===== config.mk =====
export PLATFORM = sky130hd
export DESIGN_NAME = adcsr_chain
export DESIGN_NICKNAME = d
export VERILOG_FILES = /design/src/logic/adcsr_pkg.sv /design/src/logic/adcsr_chain.sv /design/src/logic/adcsr_fifo.sv
export VERILOG_INCLUDE_DIRS = /design/src /design/src/logic
export SDC_FILE = /design/constraint.sdc
export NUM_CORES = 1
export LEC_CHECK = 0
export BUFFER_PORTS_ARGS = -buffer_cell sky130_fd_sc_hd__buf_2
export CORE_MARGIN = 2
export CORE_UTILIZATION = 43
export CTS_CLUSTER_DIAMETER = 200
export CTS_CLUSTER_SIZE = 16
export DETAILED_ROUTE_END_ITERATION = 7
export PLACE_DENSITY_LB_ADDON = 0.12
export REMOVE_ABC_BUFFERS = 1
export SYNTH_ARGS = -nofsm -noshare
export SYNTH_HDL_FRONTEND = slang
export SYNTH_SLANG_ARGS = --single-unit

===== constraint.sdc =====
create_clock -name i_ref_clk -period 5.2 [get_ports i_ref_clk]
set_input_delay 0.26 -clock i_ref_clk [delete_from_list [all_inputs] [get_ports i_ref_clk]]
set_output_delay 0.26 -clock i_ref_clk [all_outputs]
set_load 0.05 [all_outputs]

===== src/logic/adcsr_defs.svh =====
// adcsr_defs.svh: constants of the converter serial readout block
// assumes a 200 MHz core clock; included by its bare name
// Operation
// - chain input passes to serial out after 16 clocks, 24 with tags.
// - first word after select falls is always this converter's own result; the code sends all ones in the first frame after any reset.
// - while select stays low, later words come from converters further upstream.
// - toggling select repeats own result each word; host must avoid it.
// - without a new conversion, the previous result is forwarded.
// - tags off: a read is 16 clocks with no trailing bits.
// - chain and tags on: at least 19 clocks, tags then up to 5 zeros.
// - regular and tags on: 24 clocks, tags then exactly 5 zeros.
// - three reset sources: power-on, software bit, external low pin.
// - power-on reset yields default mode without host commands.
// - writing 0 to software reset bit resets; bit returns to 1 itself.
// - a config bit makes the status pin chain input or end-of-conversion output.
// - with tags, three channel bits follow the result LSB.
// - serial out drives only while select is low.
// - first serial cycle after any reset outputs all ones.
`ifndef ADCSR_DEFS_SVH
`define ADCSR_DEFS_SVH
`define ADCSR_WORD_BITS      16
`define ADCSR_TAG_BITS       3
`define ADCSR_FRAME_BITS     24
`define ADCSR_INS_TAG_ON     0
`define ADCSR_INS_TAG_OFF    8
`define ADCSR_FIFO_DEPTH     16
`define ADCSR_CLK_PERIOD_NS  5
`define ADCSR_EXT_RST_MIN_NS 25
`define ADCSR_EXT_RST_CYC \
  ((`ADCSR_EXT_RST_MIN_NS + `ADCSR_CLK_PERIOD_NS - 1) / `ADCSR_CLK_PERIOD_NS)
`define ADCSR_RECOVER_US     2
`define ADCSR_RECOVER_CYC \
  ((`ADCSR_RECOVER_US * 1000 + `ADCSR_CLK_PERIOD_NS - 1) / `ADCSR_CLK_PERIOD_NS)
`define ADCSR_SOFT_RST_CYC   4
`define ADCSR_SYNC_RST_VAL   4'h9
`endif


===== src/logic/adcsr_pkg.sv =====
// adcsr_pkg: types of the converter serial readout block
// assumes adcsr_defs.svh is on the include path
`include "adcsr_defs.svh"
package adcsr_pkg;
  typedef struct packed {
    logic [`ADCSR_WORD_BITS-1:0] data;
    logic [`ADCSR_TAG_BITS-1:0]  chan;
  } adcsr_result_t;
  typedef struct packed {
    logic chain_mode_select;
    logic tag_output_enable;
  } adcsr_cfg_t;
  typedef enum logic [1:0] {
    ADCSR_RUN,
    ADCSR_SOFT,
    ADCSR_RECOVER
  } adcsr_rst_state_t;
endpackage : adcsr_pkg

===== src/logic/adcsr_chain.sv =====
// adcsr_chain: serial readout, daisy-chain pass-through and reset sources
// assumes conversion results arrive on the core clock; select, serial
// clock, chain input and reset pin are asynchronous pins
`timescale 1ns/1ps
`default_nettype none
`include "adcsr_defs.svh"
module adcsr_chain
  import adcsr_pkg::*;
#(
  parameter int FIFO_DEPTH = `ADCSR_FIFO_DEPTH
) (
  input  wire logic                        i_ref_clk,
  input  wire logic                        i_resetn,
  input  wire logic                        i_frame_select_n,
  input  wire logic                        i_serial_clock,
  input  wire logic                        i_reset_pin_n,
  input  wire logic                        i_status_pin,
  output logic                             o_status_pin,
  output logic                             o_status_oe_n,
  output logic                             o_serial_out,
  output logic                             o_serial_out_oe_n,
  input  wire logic                        i_chain_mode_select,
  input  wire logic                        i_tag_output_enable,
  input  wire logic                        i_soft_reset_write,
  input  wire logic                        i_soft_reset_wdata,
  output logic                             o_soft_reset_bit,
  output logic                             o_config_ready,
  input  wire logic                        i_end_of_conversion,
  input  wire logic                        i_result_valid,
  output logic                             o_result_ready,
  input  wire logic [`ADCSR_WORD_BITS-1:0] i_result_data,
  input  wire logic [`ADCSR_TAG_BITS-1:0]  i_result_chan
);
  localparam int FB = `ADCSR_FRAME_BITS;
  localparam int WB = `ADCSR_WORD_BITS;
  localparam int EXT_CYC = `ADCSR_EXT_RST_CYC;
  localparam int REC_CYC = `ADCSR_RECOVER_CYC;
  localparam int SOFT_CYC = `ADCSR_SOFT_RST_CYC;
  if (FIFO_DEPTH < 2) begin : g_bad_depth
    $error("fifo depth too small");
  end

  // pin synchronisers: cs, sclk, chain/status input, reset pin
  logic [3:0] sync1_reg;
  logic [3:0] sync2_reg;
  logic       sclk_d_reg;
  logic       cs_d_reg;
  wire        cs_s   = sync2_reg[3];
  wire        sclk_s = sync2_reg[2];
  wire        chin_s = sync2_reg[1];
  wire        rpin_s = sync2_reg[0];
  always_ff @(posedge i_ref_clk or negedge i_resetn) begin
    if (!i_resetn) begin
      sync1_reg  <= `ADCSR_SYNC_RST_VAL;
      sync2_reg  <= `ADCSR_SYNC_RST_VAL;
      sclk_d_reg <= 1'b0;
      cs_d_reg   <= 1'b1;
    end else begin
      sync1_reg  <= {i_frame_select_n, i_serial_clock, i_status_pin,
                     i_reset_pin_n};
      sync2_reg  <= sync1_reg;
      sclk_d_reg <= sclk_s;
      cs_d_reg   <= cs_s;
    end
  end
  wire frame_start = cs_d_reg && !cs_s;
  wire frame_end   = !cs_d_reg && cs_s;
  wire sclk_rise   = sclk_s && !sclk_d_reg && !cs_s;

  // reset sources: power-on via i_resetn, software bit, external pin
  adcsr_rst_state_t rst_state_reg;
  adcsr_rst_state_t rst_state_next;
  logic [8:0]       rst_cnt_reg;
  logic [8:0]       rst_cnt_next;
  logic [2:0]       ext_cnt_reg;
  logic             soft_bit_reg;
  wire ext_hit  = !rpin_s && (ext_cnt_reg == 3'(EXT_CYC - 1));
  wire soft_hit = i_soft_reset_write && !i_soft_reset_wdata;
  wire int_rst  = ext_hit || (rst_state_reg == ADCSR_SOFT);
  always_comb begin
    rst_state_next = rst_state_reg;
    rst_cnt_next   = rst_cnt_reg;
    case (rst_state_reg)
      ADCSR_RUN: begin
        rst_cnt_next = '0;
      end
      ADCSR_SOFT: begin
        rst_cnt_next = rst_cnt_reg + 9'd1;
        if (rst_cnt_reg == 9'(SOFT_CYC - 1)) begin
          rst_state_next = ADCSR_RECOVER;
          rst_cnt_next   = '0;
        end
      end
      ADCSR_RECOVER: begin
        rst_cnt_next = rst_cnt_reg + 9'd1;
        if (rst_cnt_reg == 9'(REC_CYC - 1)) rst_state_next = ADCSR_RUN;
      end
      default: rst_state_next = ADCSR_RUN;
    endcase
    if (soft_hit) begin
      rst_state_next = ADCSR_SOFT;
      rst_cnt_next   = '0;
    end else if (ext_hit) begin
      rst_state_next = ADCSR_RECOVER;
      rst_cnt_next   = '0;
    end
  end
  always_ff @(posedge i_ref_clk or negedge i_resetn) begin
    if (!i_resetn) begin
      rst_state_reg <= ADCSR_RECOVER;
      rst_cnt_reg   <= '0;
      ext_cnt_reg   <= '0;
      soft_bit_reg  <= 1'b1;
    end else begin
      rst_state_reg <= rst_state_next;
      rst_cnt_reg   <= rst_cnt_next;
      if (rpin_s) ext_cnt_reg <= '0;
      else if (ext_cnt_reg != 3'(EXT_CYC)) ext_cnt_reg <= ext_cnt_reg + 3'd1;
      if (soft_hit) soft_bit_reg <= 1'b0;
      else if (rst_state_reg == ADCSR_SOFT && rst_state_next != ADCSR_SOFT)
        soft_bit_reg <= 1'b1;
    end
  end
  assign o_soft_reset_bit = soft_bit_reg;
  assign o_config_ready   = (rst_state_reg == ADCSR_RUN);

  // result buffer between conversion core and readout
  adcsr_result_t fifo_out;
  logic          fifo_valid;
  wire           fifo_pop = frame_start && !int_rst;
  adcsr_fifo #(
    .WIDTH ($bits(adcsr_result_t)),
    .DEPTH (FIFO_DEPTH)
  ) adcsr_fifo_inst (
    .i_ref_clk   (i_ref_clk),
    .i_resetn    (i_resetn),
    .i_clear     (int_rst),
    .i_in_valid  (i_result_valid),
    .o_in_ready  (o_result_ready),
    .i_in_data   ({i_result_data, i_result_chan}),
    .o_out_valid (fifo_valid),
    .i_out_ready (fifo_pop),
    .o_out_data  (fifo_out)
  );

  // output register and frame assembly
  adcsr_cfg_t    cfg;
  adcsr_result_t last_reg;
  adcsr_result_t own;
  logic [FB-1:0] shift_reg;
  logic          first_reg;
  logic          oe_n_reg;
  logic          status_reg;
  assign cfg.chain_mode_select = i_chain_mode_select;
  assign cfg.tag_output_enable = i_tag_output_enable;
  assign own = fifo_valid ? fifo_out : last_reg;
  wire [FB-1:0] load_word = first_reg ? {FB{1'b1}} :
    (cfg.tag_output_enable ? {own.data, own.chan, 5'h00}
                           : {own.data, 8'h00});
  wire [FB-1:0] shifted = {shift_reg[FB-2:0], 1'b0};
  wire          chain_bit = cfg.chain_mode_select && chin_s;
  wire [FB-1:0] ins_mask = cfg.tag_output_enable ? 24'h000001 : 24'h000100;
  wire [FB-1:0] shift_in = chain_bit ? (shifted | ins_mask)
                                     : (shifted & ~ins_mask);
  always_ff @(posedge i_ref_clk or negedge i_resetn) begin
    if (!i_resetn) begin
      last_reg   <= '0;
      shift_reg  <= '0;
      first_reg  <= 1'b1;
      oe_n_reg   <= 1'b1;
      status_reg <= 1'b0;
    end else if (int_rst) begin
      last_reg   <= '0;
      shift_reg  <= '0;
      first_reg  <= 1'b1;
      oe_n_reg   <= 1'b1;
      status_reg <= 1'b0;
    end else begin
      oe_n_reg   <= cs_s;
      status_reg <= i_end_of_conversion;
      if (frame_start) begin
        shift_reg <= load_word;
        if (fifo_valid) last_reg <= fifo_out;
      end else if (sclk_rise) begin
        shift_reg <= shift_in;
      end
      if (frame_end) first_reg <= 1'b0;
    end
  end
  assign o_serial_out      = shift_reg[FB-1];
  assign o_serial_out_oe_n = oe_n_reg;
  assign o_status_pin      = status_reg;
  assign o_status_oe_n     = cfg.chain_mode_select;

  localparam int SOFT_MAX = `ADCSR_SOFT_RST_CYC + 1;
endmodule : adcsr_chain
`default_nettype wire


===== src/logic/adcsr_fifo.sv =====
// adcsr_fifo: flip-flop FIFO with valid/ready on both sides
// assumes one clock, asynchronous active-low reset
`timescale 1ns/1ps
`default_nettype none
module adcsr_fifo #(
  parameter int WIDTH = 19,
  parameter int DEPTH = 16
) (
  input  wire logic             i_ref_clk,
  input  wire logic             i_resetn,
  input  wire logic             i_clear,
  input  wire logic             i_in_valid,
  output logic                  o_in_ready,
  input  wire logic [WIDTH-1:0] i_in_data,
  output logic                  o_out_valid,
  input  wire logic             i_out_ready,
  output logic      [WIDTH-1:0] o_out_data
);
  localparam int AW = $clog2(DEPTH);
  if (DEPTH < 2 || (1 << AW) != DEPTH || WIDTH < 1) begin : g_bad_param
    $error("fifo depth must be a power of two, width positive");
  end
  logic [WIDTH-1:0] mem_reg [DEPTH];
  logic [AW-1:0]    wr_reg;
  logic [AW-1:0]    rd_reg;
  logic [AW:0]      cnt_reg;
  wire push = i_in_valid && o_in_ready;
  wire pop  = o_out_valid && i_out_ready;
  assign o_in_ready  = (cnt_reg != (AW+1)'(DEPTH));
  assign o_out_valid = (cnt_reg != '0);
  assign o_out_data  = mem_reg[rd_reg];
  always_ff @(posedge i_ref_clk or negedge i_resetn) begin
    if (!i_resetn) begin
      wr_reg  <= '0;
      rd_reg  <= '0;
      cnt_reg <= '0;
    end else if (i_clear) begin
      wr_reg  <= '0;
      rd_reg  <= '0;
      cnt_reg <= '0;
    end else begin
      if (push) wr_reg <= wr_reg + AW'(1);
      if (pop) rd_reg <= rd_reg + AW'(1);
      cnt_reg <= cnt_reg + (AW+1)'(push) - (AW+1)'(pop);
    end
  end
  always_ff @(posedge i_ref_clk) begin
    if (push) mem_reg[wr_reg] <= i_in_data;
  end
endmodule : adcsr_fifo
`default_nettype wire


==> results.json, run 1 <==
{
  "status": "finished, final reports clean",
  "initial_core_util": 0.438,
  "p_int_mw": 5.26,
  "cpMaxStageDelayCell": "nor4b_4",
  "crit_path_start_kind": "flip-flop",
  "grt_usage": 0.183,
  "ios": 38,
  "yosysSeqAreaShare": 0.722,
  "place_inst": 1361,
  "drt-met1-wl_um": 15600,
  "rsz0062_at_grt": "no",
  "wl_met2_um": 16900,
  "overflow": 0,
  "grt_pass1_wl_um": 51700,
  "tightest_slew_ns": 1.13,
  "worst_setup_path_end_kind": "flip-flop",
  "antenna_cells": 0,
  "cts_htree_levels": 1,
  "finalSetupTns_ns": 0,
  "antenna_found_initial": 1,
  "cts_root_buf": "clkbuf_16",
  "layout.core_utilization": 0.486,
  "setup_ws_ns": 1.80,
  "powerDensity_mw_per_mm2": 425,
  "dr.pass1.iters": 5,
  "avgSynthCellArea_um2": 17.8,
  "switchingPower_mw": 2.08,
  "antenna_left": 0,
  "met3_length_um": 1290,
  "synth_cells": 875,
  "swShare": 0.284,
  "layout_min_cycle_time_ns": 3.40,
  "drv_cap": 0,
  "synth_top_flop_cell": "edfxtp_1",
  "hold_viol_final": 0,
  "place_area_mm2": 0.0164,
  "total_power_mw": 7.34,
  "comb_power_share": 0.193,
  "synth-seq-cells": 388,
  "placementRows": 69,
  "fin_skew_ns": 0.0183,
  "final_common_cell": "edfxtp_1",
  "drc_errors": 0,
  "path_cells": "inv_1, ha_1, nor4b_4, ha_1, inv_1, ha_1, inv_1, fa_1, inv_1, a21oi_1, nor2_1, or3_1, a21oi_1",
  "required_ns": 5.61,
  "drive_gt1_frac": 0.210,
  "cpPeakStageDelay_ns": 0.77,
  "slew_violations": 0,
  "largest_reg_flops": 304,
  "synthToLayoutAreaGrowth_pct": 11.1,
  "dieArea_mm2": 0.0377,
  "path_buf_inv": 4,
  "seqPwrFrac": 0.524,
  "p_leak_nw": 5.84,
  "min_path_type": "input pin to flip-flop",
  "period_share": 0.654,
  "crit_type": "flip-flop to flip-flop",
  "routedWlPerCell_um": 24.2,
  "maxUsedRoutingLayer": "met5",
  "ir_drop_mv": 0.255,
  "yosysWarnings": 0,
  "cp_data_arrival_time_ns": 3.81,
  "clock_sinks": 388,
  "grt_max_degree": 59,
  "vias_per_cell": 5.57,
  "pre_cts_slack_ns": 1.77,
  "synth_cell_types": 61,
  "cts_buffer_depth": 3,
  "clock_latency_ns": 0.56,
  "rrSetupSlack_ns": 1.80,
  "dp_hpwl_um": 19300,
  "async_reset_ff_frac": 0.216,
  "finalSetupViolations": 0,
  "vias": 7901,
  "fp.dieW_um": 194,
  "portBuffers": 37,
  "grt_pass1_vias": 8073,
  "stdcell_area_mm2": 0.0173,
  "drt_wl_total_um": 34300,
  "syn-cell-area_mm2": 0.0156,
  "nets": 987,
  "cts_buffers": 28,
  "core_mm2": 0.0356,
  "path_clk_slew_ns": 0.07,
  "p_clk_frac": 0.283,
  "max_freq_mhz": 294,
  "synth_edf_count": 304,
  "die_y_um": 194,
  "crit_top_cell": "inv_1",
  "relSlewSlack": 0.246,
  "hold_ws_ns": 0.0777,
  "crit_family": "adder cells",
  "gp_congestion": 0.769,
  "dr.first_iter.drc_count": 659,
  "final_cell_mix": "edfxtp_1 (304), dfrtp_1 (72), mux4_2 (70)",
  "worst-path-max-fanout": 14,
  "fin_cells": 1419,
  "cts_tree": "yes"
}
cell type report:
cell class,count,area [um2]
clock buffers,51,808
clock inverters,1,16.3
fillers,2988,18300
inverters,22,82.6
multi-input cells,425,4080
flip-flops and latches,388,11300
well taps,461,577
repair buffers,71,470
metal layers:
layer,track usage,vias to the layer above
met5,0,-
met4,0.0412,2
met3,0.0221,41
met2,0.307,150
met1,0.257,4165
li1,-,3543
cell families (layout without fill, tap and decap cells):
| kind of cell | after synthesis | after routing | share of synthesized area |
|---|---|---|---|
| compound gates | 103 | 103 | 0.0469 |
| xor+xnor | 12 | 12 | 0.00675 |
| fa+ha+maj | 20 | 20 | 0.0166 |
| buf+inv | 62 | 145 | 0.0180 |
| flops | 388 | 388 | 0.722 |
| mux | 120 | 120 | 0.134 |
| simple gates | 170 | 170 | 0.0556 |
power by group through the flow:
stage	logic [mW]	clock network, mW	registers [mW]
finish	1.42	2.08	3.84
global route	1.57	2.26	3.88
CTS	1.44	2.14	3.85
detailed placement	1.44	0	3.91
global placement	1.44	0	3.91
floorplan	0.918	0	3.93
path summary, 6_finish.rpt:
check,start,end,cells past startpoint
min in group asynchronous,i_resetn,last_reg[0]$_DFFE_PN0P_,2
max reg2reg,rst_state_reg[1]$_DFF_PN1_,adcsr_fifo_inst.cnt_reg[4]$_DFF_PN0_,13
min reg2reg,sync1_reg[1]$_DFF_PN0_,sync2_reg[1]$_DFF_PN0_,0
min,i_result_data[15],adcsr_fifo_inst.mem_reg[7][18]$_DFFE_PP_,1
max,rst_state_reg[1]$_DFF_PN1_,adcsr_fifo_inst.cnt_reg[4]$_DFF_PN0_,13
max in group asynchronous,i_resetn,adcsr_fifo_inst.rd_reg[1]$_DFFE_PN0P_,3
cell usage after synthesis, types with 3 or more instances:
cell | count | area [um2]
nand3_1 | 9 | 45.0
mux2_2 | 4 | 45.0
xor2_1 | 5 | 43.8
nand2_1 | 56 | 210
a221oi_1 | 16 | 140
nor4_1 | 4 | 25.0
buf_1 | 4 | 15.0
mux2i_1 | 46 | 460
dfstp_2 | 9 | 236
a22oi_1 | 6 | 45.0
o22a_1 | 17 | 149
xnor2_1 | 7 | 61.3
nand4b_1 | 3 | 26.3
o21ai_1 | 16 | 80.1
nand2b_1 | 7 | 43.8
mux4_2 | 70 | 1580
a21boi_1 | 3 | 22.5
nor3_1 | 3 | 15.0
or3_1 | 3 | 18.8
and2_1 | 11 | 68.8
nor2_1 | 52 | 195
nor2b_1 | 4 | 25.0
dfrtp_1 | 75 | 1880
ha_1 | 19 | 238
buf_2 | 20 | 100
a32oi_1 | 3 | 26.3
clkbuf_1 | 12 | 45.0
o21ai_0 | 11 | 55.1
inv_1 | 21 | 78.8
a21oi_1 | 15 | 75.1
edfxtp_1 | 304 | 9130
a21o_1 | 3 | 22.5
worst register-to-register path: cells and delay by family, from the launching register on:
kind            cells  cell delay (ns)
compound gates      2             0.11
flops               1             0.58
buf+inv             4             0.25
fa+ha+maj           4             1.28
simple gates        3             1.04
what timing repair did:
action	in CTS	in global routing
endpoints found under the hold margin	31	0
hold buffers	6	0
gates resized for setup	0	0
setup buffers	0	0
Power figures use the tool's default switching activity.
==> run 2: changes to the inputs <==
Clock period 5.2 ns to 2.85 ns, I/O delays scaled along.
==> run 2 against run 1 <==
Against the previous run: die area is the same; non-clock buffer count rose by 45; maximum frequency is 24% higher; routed wire length shrank 0.46%; final cell count is 3.2% higher; first-iteration DRC count is 17% lower; critical path type unchanged.
==> results.json, run 2 (synthesis results as in run 1) <==
{
  "status": "finished, final reports clean",
  "antenna_left": 0,
  "final_cell_mix": "edfxtp_1 (304), dfrtp_1 (72), mux4_2 (70)",
  "period_share": 0.964,
  "crit_path_start_kind": "flip-flop",
  "finalSetupViolations": 0,
  "dr.first_iter.drc_count": 550,
  "required_ns": 3.33,
  "rsz0062_at_grt": "yes",
  "gp_congestion": 0.767,
  "dr.pass1.iters": 4,
  "antenna_found_initial": 0,
  "routedWlPerCell_um": 23.3,
  "overflow": 0,
  "clock_latency_ns": 0.55,
  "slew_violations": 0,
  "cp-startpoint": "adcsr_fifo_inst.cnt_reg[3]$_DFF_PN0_",
  "min_path_type": "input pin to flip-flop",
  "tightest_slew_ns": 0.997,
  "worst_setup_path_end_kind": "flip-flop",
  "grt_usage": 0.183,
  "largest_reg_flops": 304,
  "cts_buffers": 28,
  "grt_max_degree": 46,
  "fp.dieW_um": 194,
  "worstHoldStart": "i_soft_reset_wdata",
  "drt_wl_total_um": 34100,
  "finalSetupTns_ns": 0,
  "cts_root_buf": "clkbuf_16",
  "placementRows": 69,
  "ios": 38,
  "max_freq_mhz": 364,
  "whs_path_depth": 3,
  "worst_r2r_path_depth": 14,
  "cts_htree_levels": 1,
  "powerDensity_mw_per_mm2": 763,
  "place_area_mm2": 0.0167,
  "drc_errors": 0,
  "hold_viol_final": 0,
  "synthToLayoutAreaGrowth_pct": 14.4,
  "ir_drop_mv": 0.515,
  "final_common_cell": "edfxtp_1",
  "die_y_um": 194,
  "stdcell_area_mm2": 0.0178,
  "worst-path-max-fanout": 2,
  "fillers": 2942,
  "relSlewSlack": 0.335,
  "layout_min_cycle_time_ns": 2.75,
  "cp_data_arrival_time_ns": 3.23,
  "drive_gt1_frac": 0.232,
  "cts_tree": "yes",
  "dp_hpwl_um": 20400,
  "drv_cap": 0,
  "core_mm2": 0.0356,
  "crit_type": "flip-flop to flip-flop",
  "fin_skew_ns": 0.0156,
  "p_leak_nw": 6.08,
  "grt_pass1_wl_um": 52300,
  "initial_core_util": 0.438,
  "rr_startpoint": "adcsr_fifo_inst.cnt_reg[3]$_DFF_PN0_",
  "path_clk_slew_ns": 0.08,
  "pre_cts_slack_ns": 0.0197,
  "clock_sinks": 388,
  "portBuffers": 37,
  "layout.core_utilization": 0.501,
  "nets": 1032,
  "antenna_cells": 0,
  "vias": 8065,
  "cts_buffer_depth": 3,
  "dieArea_mm2": 0.0377,
  "total_power_mw": 13.6,
  "grt_pass1_vias": 8421,
  "vias_per_cell": 5.51,
  "setup_ws_ns": 0.103
}
## run 2: cell count changes in the layout (fill, tap and decap cells not counted), sizes merged
cell,previous run,this run
buf,65,88
dlygate4sd3,6,28
## run 2: cell type report
class	instances	area (um2)	share of cell area
tap	461	577	0.0324
multi-input combinational	425	4110	0.231
sequential	388	11300	0.632
clock buffer	51	808	0.0454
timing repair buffer	116	963	0.0541
inverter	22	82.6	0.00464
clock inverter	1	16.3	0.000913
## run 2: critical path: stages (launching register included)
cell	delay, ns
dfrtp_1	0.40
inv_2	0.08
ha_4	0.13
or4b_4	0.45
nor4b_4	0.15
ha_1	0.28
inv_1	0.04
ha_2	0.17
inv_2	0.05
fa_2	0.21
inv_2	0.04
a21oi_2	0.10
nor2_1	0.05
or3_1	0.37
a21oi_2	0.16
## run 2: timing repair
action	in CTS	in global routing
buffers inserted	0	3
endpoints found under the setup margin	1	1
pin swaps	1	5
hold endpoints to repair	352	0
gates resized for setup	3	7
hold buffers	28	0
## run 2: final timing paths
kind / endpoint / slack (ns)
worst max-delay path: adcsr_fifo_inst.cnt_reg[4]$_DFF_PN0_ / 0.10
worst min-delay path: rst_state_reg[1]$_DFF_PN1_ / 0.04
worst max register to register: adcsr_fifo_inst.cnt_reg[4]$_DFF_PN0_ / 0.10
worst min register to register: sync2_reg[2]$_DFF_PN0_ / 0.35
max in group asynchronous: o_soft_reset_bit$_DFFE_PN1P_ / 2.03
min in group asynchronous: sync1_reg[2]$_DFF_PN0_ / 0.12
## run 2: per-layer routing
metal  wire length (um)  track usage  up-vias
met5                  0            0        -
met4                855       0.0505        0
met3               1440       0.0231       55
met2              16000        0.291      173
met1              15900        0.268     4199
li1                   -            -     3638
## run 2: stage by stage
step	hold WS [ns]	std cells
5_1_grt	0.0326	1464
3_3_place_gp	0.171	1381
4_1_cts	0.0120	1461
6_report	0.0380	1464
2_1_floorplan	-0.153	835
3_5_place_dp	0.173	1381
## run 2: where the power goes
group	switching [mW]	internal, mW	total (mW)	leakage, nW
Sequential	0.289	6.65	6.94	3.81
Clock	1.87	1.92	3.79	0.390
Combinational	1.68	1.18	2.86	1.88
